==> src/plsd_pkg.sv <==
/*
 * constants, register map and carrier types of the loop start-up and divider block.
 * assumes one 20 MHz oscillator clock and an AXI4-Lite master with 32-bit data.
 */
package plsd_pkg;
	localparam int          CLK_HZ         = 20_000_000;
	localparam logic [7:0]  ADDR_CTRL      = 8'h00;
	localparam logic [7:0]  ADDR_DIV       = 8'h04;
	localparam logic [7:0]  ADDR_STAT      = 8'h08;
	localparam logic [7:0]  ADDR_FAULT     = 8'h0c;
	localparam logic [1:0]  RESP_OKAY      = 2'h0;
	localparam logic [1:0]  RESP_SLVERR    = 2'h2;
	// control: bit0 source disable, bit1 newer silicon timing
	localparam int          CTRL_DIS_BIT   = 0;
	localparam int          CTRL_NEW_BIT   = 1;
	localparam logic [1:0]  CTRL_RESET     = 2'h3;
	// divider: [5:0] input divider, [12:8] output ratio minus one
	localparam int          DIV_IN_LSB     = 0;
	localparam int          DIV_OUT_LSB    = 8;
	localparam logic [5:0]  IN_DIV_RESET   = 6'h00;
	localparam logic [4:0]  OUT_DIV_RESET  = 5'h00;
	// lock interval in oscillator cycles: base plus 1024 per input divider step
	localparam logic [16:0] LOCK_BASE_NEW  = 17'd512;
	localparam logic [16:0] LOCK_BASE_OLD  = 17'd128;
	localparam int          LOCK_STEP_SHIFT = 10;

	typedef enum logic [1:0] {
		LOOP_OFF,
		LOOP_COUNT,
		LOOP_LOCKED
	} plsd_loop_state_t;

	// sticky start-up fault record
	typedef struct packed {
		logic no_output;
		logic invalid_slip;
		logic valid_slip;
	} plsd_fault_t;
endpackage : plsd_pkg

==> src/plsd_top.sv <==
/*
 * loop start-up sequencer: lock-time count, valid status, start-up fault
 * classification and glitch-free output divider, with an AXI4-Lite slave.
 * assumes slip flag and run indication arrive asynchronously from outside.
 */
// Chosen here: the AXI4-Lite register port and the register offsets.
`timescale 1ns/100ps
module plsd_top (
	input  wire logic               REF_CLK,
	input  wire logic               SYS_RST,
	input  wire logic [7:0]         S_AXI_AWADDR,
	input  wire logic               S_AXI_AWVALID,
	output logic                    S_AXI_AWREADY,
	input  wire logic [31:0]        S_AXI_WDATA,
	input  wire logic [3:0]         S_AXI_WSTRB,
	input  wire logic               S_AXI_WVALID,
	output logic                    S_AXI_WREADY,
	output logic [1:0]              S_AXI_BRESP,
	output logic                    S_AXI_BVALID,
	input  wire logic               S_AXI_BREADY,
	input  wire logic [7:0]         S_AXI_ARADDR,
	input  wire logic               S_AXI_ARVALID,
	output logic                    S_AXI_ARREADY,
	output logic [31:0]             S_AXI_RDATA,
	output logic [1:0]              S_AXI_RRESP,
	output logic                    S_AXI_RVALID,
	input  wire logic               S_AXI_RREADY,
	input  wire logic               LOOP_SLIP,
	input  wire logic               LOOP_RUNNING,
	output logic                    LOOP_ENABLE,
	output logic                    CLOCK_SOURCE_VALID_STATUS,
	output plsd_pkg::plsd_fault_t   STARTUP_FAULT,
	output logic                    DERIVED_CLK_EN
);
	import plsd_pkg::*;

	logic                src_dis_q;
	logic                new_si_q;
	logic [5:0]          in_div_q;
	logic [4:0]          out_div_req_q;
	logic [4:0]          out_div_act_q;
	logic [4:0]          div_cnt_q;
	plsd_loop_state_t    state_q;
	logic [16:0]         lock_cnt_q;
	logic [16:0]         lock_target;
	logic                valid_q;
	logic                first_lock_q;
	plsd_fault_t         fault_q;
	logic                derived_en_q;
	logic [1:0]          s1_q;
	logic [1:0]          s2_q;
	logic [1:0]          s3_q;
	logic [1:0]          in_q;
	logic                slip;
	logic                running;
	logic                aw_have_q;
	logic                w_have_q;
	logic [7:0]          aw_addr_q;
	logic [31:0]         w_data_q;
	logic [3:0]          w_strb_q;
	logic                bvalid_q;
	logic [1:0]          bresp_q;
	logic                rvalid_q;
	logic [31:0]         rdata_q;
	logic [1:0]          rresp_q;
	logic                wr_fire;
	logic                wr_ctrl;
	logic                wr_div;
	logic                wr_fault;
	plsd_fault_t         fault_set;
	plsd_fault_t         fault_clr;

	// three-stage synchroniser; a change counts once stages two and three agree
	always_ff @(posedge REF_CLK) begin
		if (SYS_RST) begin
			s1_q <= 2'h0;
			s2_q <= 2'h0;
			s3_q <= 2'h0;
			in_q <= 2'h0;
		end else begin
			s1_q <= {LOOP_RUNNING, LOOP_SLIP};
			s2_q <= s1_q;
			s3_q <= s2_q;
			for (int i = 0; i < 2; i++) begin
				if (s2_q[i] == s3_q[i]) begin
					in_q[i] <= s3_q[i];
				end
			end
		end
	end
	assign slip    = in_q[0];
	assign running = in_q[1];

	// axi write path: address and data taken in either order, answered after both
	assign S_AXI_AWREADY = !aw_have_q && !bvalid_q;
	assign S_AXI_WREADY  = !w_have_q && !bvalid_q;
	assign wr_fire       = aw_have_q && w_have_q && !bvalid_q;
	assign wr_ctrl       = wr_fire && aw_addr_q == ADDR_CTRL && w_strb_q[0];
	assign wr_div        = wr_fire && aw_addr_q == ADDR_DIV;
	assign wr_fault      = wr_fire && aw_addr_q == ADDR_FAULT && w_strb_q[0];

	always_ff @(posedge REF_CLK) begin
		if (SYS_RST) begin
			aw_have_q <= 1'b0;
			w_have_q  <= 1'b0;
			aw_addr_q <= 8'h00;
			w_data_q  <= 32'h0000_0000;
			w_strb_q  <= 4'h0;
			bvalid_q  <= 1'b0;
			bresp_q   <= RESP_OKAY;
		end else begin
			if (S_AXI_AWVALID && S_AXI_AWREADY) begin
				aw_have_q <= 1'b1;
				aw_addr_q <= S_AXI_AWADDR;
			end
			if (S_AXI_WVALID && S_AXI_WREADY) begin
				w_have_q <= 1'b1;
				w_data_q <= S_AXI_WDATA;
				w_strb_q <= S_AXI_WSTRB;
			end
			if (wr_fire) begin
				aw_have_q <= 1'b0;
				w_have_q  <= 1'b0;
				bvalid_q  <= 1'b1;
				bresp_q   <= (aw_addr_q == ADDR_CTRL || aw_addr_q == ADDR_DIV ||
					aw_addr_q == ADDR_STAT || aw_addr_q == ADDR_FAULT) ? RESP_OKAY : RESP_SLVERR;
			end else if (bvalid_q && S_AXI_BREADY) begin
				bvalid_q <= 1'b0;
			end
		end
	end
	assign S_AXI_BVALID = bvalid_q;
	assign S_AXI_BRESP  = bresp_q;

	// axi read path: one cycle from address to data
	assign S_AXI_ARREADY = !rvalid_q;
	always_ff @(posedge REF_CLK) begin
		if (SYS_RST) begin
			rvalid_q <= 1'b0;
			rdata_q  <= 32'h0000_0000;
			rresp_q  <= RESP_OKAY;
		end else if (S_AXI_ARVALID && S_AXI_ARREADY) begin
			rvalid_q <= 1'b1;
			rresp_q  <= RESP_OKAY;
			case (S_AXI_ARADDR)
				ADDR_CTRL:  rdata_q <= {30'h0, new_si_q, src_dis_q};
				ADDR_DIV:   rdata_q <= {11'h0, out_div_act_q, 3'h0, out_div_req_q, 2'h0, in_div_q};
				ADDR_STAT:  rdata_q <= {26'h0, out_div_act_q != out_div_req_q, first_lock_q,
					running, slip, state_q == LOOP_COUNT, valid_q};
				ADDR_FAULT: rdata_q <= {29'h0, fault_q};
				default: begin
					rdata_q <= 32'h0000_0000;
					rresp_q <= RESP_SLVERR;
				end
			endcase
		end else if (rvalid_q && S_AXI_RREADY) begin
			rvalid_q <= 1'b0;
		end
	end
	assign S_AXI_RVALID = rvalid_q;
	assign S_AXI_RDATA  = rdata_q;
	assign S_AXI_RRESP  = rresp_q;

	// control and divider registers
	always_ff @(posedge REF_CLK) begin
		if (SYS_RST) begin
			src_dis_q     <= CTRL_RESET[CTRL_DIS_BIT];
			new_si_q      <= CTRL_RESET[CTRL_NEW_BIT];
			in_div_q      <= IN_DIV_RESET;
			out_div_req_q <= OUT_DIV_RESET;
		end else begin
			if (wr_ctrl) begin
				src_dis_q <= w_data_q[CTRL_DIS_BIT];
				new_si_q  <= w_data_q[CTRL_NEW_BIT];
			end
			if (wr_div && w_strb_q[0]) begin
				in_div_q <= w_data_q[DIV_IN_LSB +: 6];
			end
			if (wr_div && w_strb_q[1]) begin
				out_div_req_q <= w_data_q[DIV_OUT_LSB +: 5];
			end
		end
	end
	assign LOOP_ENABLE = !src_dis_q;

	// lock interval from the silicon generation and the input divider
	assign lock_target = (new_si_q ? LOCK_BASE_NEW : LOCK_BASE_OLD)
		+ ({11'h0, in_div_q} << LOCK_STEP_SHIFT);

	always_ff @(posedge REF_CLK) begin
		if (SYS_RST) begin
			state_q    <= LOOP_OFF;
			lock_cnt_q <= 17'h0;
			valid_q    <= 1'b0;
		end else begin
			case (state_q)
				LOOP_OFF: begin
					valid_q <= 1'b0;
					if (!src_dis_q) begin
						// the edge that sees the enable is already the first lock cycle
						state_q    <= LOOP_COUNT;
						lock_cnt_q <= 17'h1;
					end else begin
						lock_cnt_q <= 17'h0;
					end
				end
				LOOP_COUNT: begin
					if (src_dis_q) begin
						state_q <= LOOP_OFF;
					end else if (lock_cnt_q + 17'h1 >= lock_target) begin
						state_q <= LOOP_LOCKED;
						valid_q <= 1'b1;
					end else begin
						lock_cnt_q <= lock_cnt_q + 17'h1;
					end
				end
				LOOP_LOCKED: begin
					if (src_dis_q) begin
						state_q <= LOOP_OFF;
						valid_q <= 1'b0;
					end
				end
				default: begin
					state_q <= LOOP_OFF;
					valid_q <= 1'b0;
				end
			endcase
		end
	end
	assign CLOCK_SOURCE_VALID_STATUS = valid_q;

	// start-up faults are only judged until the first clean lock after power-on
	always_comb begin
		fault_set              = '0;
		fault_clr              = '0;
		if (!first_lock_q && state_q != LOOP_OFF) begin
			fault_set.valid_slip   = valid_q && slip;
			fault_set.invalid_slip = !valid_q && slip;
			fault_set.no_output    = valid_q && !slip && !running;
		end
		if (wr_fault) begin
			fault_clr = plsd_fault_t'(w_data_q[2:0]);
		end
	end

	always_ff @(posedge REF_CLK) begin
		if (SYS_RST) begin
			fault_q      <= '0;
			first_lock_q <= 1'b0;
		end else begin
			// a new fault wins over a clear in the same cycle
			fault_q <= (fault_q & ~fault_clr) | fault_set;
			if (valid_q && !slip && running) begin
				first_lock_q <= 1'b1;
			end
		end
	end
	assign STARTUP_FAULT = fault_q;

	// derived clock enable; while valid, a new ratio is taken only at a period boundary
	always_ff @(posedge REF_CLK) begin
		if (SYS_RST) begin
			div_cnt_q     <= 5'h0;
			out_div_act_q <= OUT_DIV_RESET;
			derived_en_q  <= 1'b0;
		end else begin
			derived_en_q <= 1'b0;
			if (valid_q) begin
				if (div_cnt_q >= out_div_act_q) begin
					div_cnt_q     <= 5'h0;
					derived_en_q  <= 1'b1;
					out_div_act_q <= out_div_req_q;
				end else begin
					div_cnt_q <= div_cnt_q + 5'h1;
				end
			end else begin
				div_cnt_q     <= 5'h0;
				out_div_act_q <= out_div_req_q;
			end
		end
	end
	assign DERIVED_CLK_EN = derived_en_q;
endmodule : plsd_top

==> config.mk <==
export PLATFORM = sky130hd
export DESIGN_NAME = plsd_top
export DESIGN_NICKNAME = d
export VERILOG_FILES = /design/src/plsd_pkg.sv /design/src/plsd_top.sv
export SDC_FILE = /design/constraint.sdc
export NUM_CORES = 1
export LEC_CHECK = 0
export BUFFER_PORTS_ARGS = -buffer_cell sky130_fd_sc_hd__buf_2
export CAP_MARGIN = 30
export CORE_AREA = 2 2 109 111
export CTS_CLUSTER_SIZE = 20
export DETAILED_ROUTE_END_ITERATION = 10
export DIE_AREA = 0 0 111 113
export PLACE_DENSITY_LB_ADDON = 0.2
export SYNTH_ARGS = -nofsm -noshare
export SYNTH_HDL_FRONTEND = slang
export SYNTH_SLANG_ARGS = --single-unit
==> constraint.sdc <==
create_clock -name REF_CLK -period 4.2 [get_ports REF_CLK]
set_input_delay 1.26 -clock REF_CLK [delete_from_list [all_inputs] [get_ports REF_CLK]]
set_output_delay 1.26 -clock REF_CLK [all_outputs]
set_load 0.05 [all_outputs]
==> Yosys cells after proc, flatten, opt, wreduce, memory -nomap -nowiden <==
Cells that the tools add are included.
{ "word_totals": {"romBits": 0, "ramBits": 0, "mem_count": 0, "latch_bits": 0, "regBits": 119} }
{ "op_classes": {"n_shift": 0, "n_mul": 0, "eq_ne": 18, "n_reduce_logical": 48, "muxes": 26, "order_cmp": 2, "bitwise": 4, "div_mod_pow": 0, "n_addsub": 3} }
{ "op_table": {"columns": ["cell", "count"], "rows": [
  ["case mux 21 bit (4 select lines)", 1],
  ["2-to-1 mux 17 bit", 2],
  ["case mux 17 bit (2 select lines)", 1],
  ["equality test 8 x 4 -> 1 bit (second input constant)", 4],
  ["logical AND 1 bit", 22],
  ["adder 10 x 16 -> 17 bit", 1],
  ["adder 17 x 1 -> 17 bit (second input constant)", 1],
  ["greater-or-equal comparator 17 bit", 1],
  ["equality test 8 x 3 -> 1 bit (second input constant)", 2],
  ["logical NOT 8 bit", 2],
  ["2-to-1 mux 2 bit", 6],
  ["2-to-1 mux 10 bit", 1],
  ["2-to-1 mux 5 bit", 2],
  ["logical NOT 1 bit", 9],
  ["2-to-1 mux 1 bit", 9],
  ["AND reduction 3 bit", 3],
  ["inequality test 2 bit (second input constant)", 4],
  ["nonzero test 2 bit", 4],
  ["2-to-1 mux 3 bit", 2],
  ["case mux 2 bit (3 select lines)", 1],
  ["adder 5 x 1 -> 5 bit (second input constant)", 1],
  ["greater-or-equal comparator 5 bit", 1],
  ["inequality test 5 bit", 1],
  ["inequality test 2 x 1 -> 1 bit (second input constant)", 2],
  ["14 further kinds", 18]
]} }

==> Depth between registers and ports, before layout <==
{ "logic_depth": {"depth_word": 8, "ltp_mapped": 14, "mapped_depth_nobuf": 13} }

==> Worst setup path before layout <==
Ideal clock, no wire load.
{ "synth_timing": {"kind": "register -> register", "startpoint": "register lock_cnt_q[1]", "endpoint": "register lock_cnt_q[10]", "path_stages_with_launch": 14, "t_arrival_ps": 3137, "setup_ps": 74, "setup_slack_ps": 989, "synth_period_minus_slack_ps": 3211, "cell_sequence": "dfxtp_1 ha_1 nand3_2 nor2_1 nand3_1 nor2_1 xor2_1 ha_1 a211o_1 a221o_1 a31oi_2 nand4_1 o32a_1 a31oi_1"} }
{ "synth_between": {"elab_chain_cells": 4} }
{ "synth_lines": {"columns": ["item", "line", "source"], "rows": [
  ["from (decl)", "plsd_top.sv:44", "logic [16:0] lock_cnt_q;"],
  ["from (signal assigned)", "plsd_top.sv:214", "lock_cnt_q <= lock_cnt_q + 17'h1;"],
  ["adder 17 x 1 -> 17 bit *", "plsd_top.sv:210, plsd_top.sv:214", null],
  ["greater-or-equal comparator 17 bit / 2-to-1 mux 17 bit (equally long branches)", "plsd_top.sv:210", "end else if (lock_cnt_q + 17'h1 >= lock_target) begin"],
  ["inequality test 2 bit (no source line) / 2-to-1 mux 17 bit (equally long branches)", null, null],
  ["AND reduction 3 bit (no source line) / case mux 17 bit (2 select lines) (equally long branches)", null, null]
]} }
Mark *: on every way between the ends. The rest lies on a longest branch, timed or not. The select of a mux whose other input is x is not followed.
A chain may end at the register's enable or synchronous reset.

==> Final worst setup path <==
{ "layout_timing": {"startpoint": "register lock_cnt_q[0]", "endpoint": "register lock_cnt_q[12]"} }
The elaborated chain is that of the path after synthesis.

==> run metrics <==
Final Max Slew Viols=0; CTS max path bufs=2; number of port buffers=66; Hold Crit Class=flop to flop; final WL=11600 um; RSZ-0062 raised after global routing=true; root buf cell=clkbuf_16; Final Hold Fails=0; Layout Cells excl Fill=783; design area=0.00561 mm2; fmax=256 MHz; Setup Buffers After CTS=0; Seq pwr share=49.9%; routability cong.=0.832; critical path arrival=4130 ps; Tightest Pin Transition=985 ps; final setup vio count=0; gr ovfl total=0; Peak supply drop=0.433 mV; total clock sinks=99; NetSw=0.490 mW; Synth Cell Area=0.00498 mm2; filler cell count=1102; Slew headroom=34.2%; placed inst area=0.00532 mm2; CTS tree=yes; Core Util, Final=49.7%; layout cells sized above 1=17.5%; nets@finish=712; placed insts=768; initial antenna violation count=0; Comb pwr share=7.9%; number of distinct library cells after synthesis=73; switching share of total power=25.2%; Pint=1.46 mW; most frequently used flop master after synthesis=dfxtp_1; total track usage=18.9%; largest fanout on the critical path=7; core box area=0.0113 mm2; via count=4205; fraction of registers with async set or reset after synthesis=0%; detailed placement HPWL=8340 um; Synth Register Bits=99; Setup Crit Path Kind=flop to flop; Static Leakage=2.23 nW; total negative slack=0 ps; number of enable flip-flop cells after synthesis=0; vias per std cell=5.37; Seq/Total Area, Yosys=39.8%; Wirelength per Cell=14.8 um; worst skew pair latency=350 ps; Syn. warnings=0; clock share of power=42.2%; pwr dens=347 mW/mm2; die extent in y=113 um; hold-fix buffers at CTS=0; TritonCTS buffer count=9; synth-to-layout area growth=12.5%; final worst path period share=93.1%; status=completed; # rows=39; global-route wire length before repair=19400 um; skew final=5.10 ps; cts repair resizes=0; WP data required=4420 ps; startpoint types=flop; largest net degree at the start of global routing=47; number of antenna diodes=0; number of global-route vias before repair=4021; DRC viols=0; Antenna Nets Post-Route=0; crit path time final=3910 ps; Fin Hold WS=443 ps; H-tree depth=3; CTS clk-pin slew, worst paths=70 ps; syn avg cell area=8.49 um2; Initial Utilization=44.2%; IO Count=108; TritonRoute pass-1 iters=6; Setup crit end kind=flop; Max Cap Viol=0; Die ar.=0.0125 mm2; Die Wd=111 um; Cells after Synth=587; Iteration-0 DRC Markers=230
==> power groups by stage <==
stage	clock, mW	sequential [mW]	combinational (mW)
6_report	0.822	0.973	0.153
5_1_grt	0.878	0.976	0.167
4_1_cts	0.842	0.973	0.154
3_5_place_dp	0	0.994	0.154
3_3_place_gp	0	0.993	0.150
2_1_floorplan	0	0.999	0.121
==> per-stage QoR <==
step	power, mW	setup WS (ps)
after floorplan	1.12	989
after global placement	1.14	403
after CTS	1.97	344
final	1.95	288
after detailed placement	1.15	361
after global routing	2.02	-14.4
==> final cells by class <==
class,count,area [um2],share of cell area (%)
inverter,25,93.8,1.67
tap,143,179,3.19
multi-input combinational,429,2690,47.9
clock inverter,6,65.1,1.16
clock buffer,9,225,4.02
sequential,99,1980,35.3
timing repair buffer,72,375,6.69
==> sequential cells by signal (all words and copies together), names as in the netlist, 2 cells and up <==
signal         cells
lock_cnt_q        17
S_AXI_RDATA       16
w_data_q          11
aw_addr_q          8
in_div_q           6
div_cnt_q          5
out_div_act_q      5
out_div_req_q      5
STARTUP_FAULT      3
in_q               2
s1_q               2
s2_q               2
s3_q               2
state_q            2
w_strb_q           2
==> routing by layer <==
metal  routed length, um  vias up  track usage (%)
met5                   0        -                0
met4                 138        0             4.58
met3                 532       10             4.82
met2                5480       81             32.4
met1                5430     1994             24.0
li1                    -     2120                -
==> cell usage in the layout (no fill, tap or decap), types with 4 or more instances in the layout <==
master	instances
inv_1	25
conb_1	18
and2_1	4
a22oi_1	16
nand4_1	10
buf_4	6
and3_1	17
ha_1	15
buf_2	66
xnor2_1	11
a31oi_1	5
a21o_1	4
o31a_1	4
nor2_1	56
o211ai_1	5
nor3_1	11
o21ai_0	14
a21oi_1	35
nor2b_1	10
nor4_1	4
dfxtp_1	99
mux2i_1	18
nand3_1	15
clkbuf_16	9
xor2_1	8
nand2_1	83
nand2b_1	4
==> cell families after synthesis <==
| kind of cell | count (synthesis) | share of synthesized area, % |
|---|---|---|
| DFF | 99 | 39.8 |
| other | 1 | 0.0752 |
| AOI/OAI and AO/OA | 118 | 17.2 |
| adders and majority gates | 15 | 3.77 |
| muxes | 20 | 4.52 |
| xor gates and xnor gates | 19 | 3.34 |
| buffers and inverters | 76 | 7.61 |
| and+or+nand+nor | 239 | 23.7 |
==> final timing paths <==
check | start | endpoint | slack (ps) | depth (start not counted)
worst min-delay path | s1_q[0] | s2_q[0] | 440 | 1
worst min register to register | s1_q[0] | s2_q[0] | 440 | 1
worst max-delay path | lock_cnt_q[0] | lock_cnt_q[12] | 290 | 13
worst max register to register | lock_cnt_q[0] | lock_cnt_q[12] | 290 | 13
==> synth_stat cells, drive strengths merged, types with 5 or more instances <==
master	number	share of area [%]
a21oi	35	3.5
a22oi	16	2.4
a31oi	7	1.1
and3	17	2.1
buf	30	4.1
clkbuf	21	1.6
dfxtp	99	40
ha	15	3.8
inv	25	1.9
mux2i	18	3.6
nand2	84	6.4
nand3	17	1.9
nand4	11	1.5
nor2	56	4.2
nor2b	10	1.3
nor3	12	1.3
o211ai	5	0.75
o21ai	17	1.8
xnor2	11	1.9
xor2	8	1.4
==> critical path, stage by stage (launching register included) <==
cell and delay, ps:
dfxtp_1 390, ha_1 270, nand3_2 170, nor2_1 280
nand3_1 220, nor2_1 280, xor2_1 200, ha_1 270
a211o_1 270, a221o_1 270, a31oi_2 300, nand3_1 270
o31ai_1 460, a221oi_2 120
Note: power is estimated with default switching activity, not from simulation.
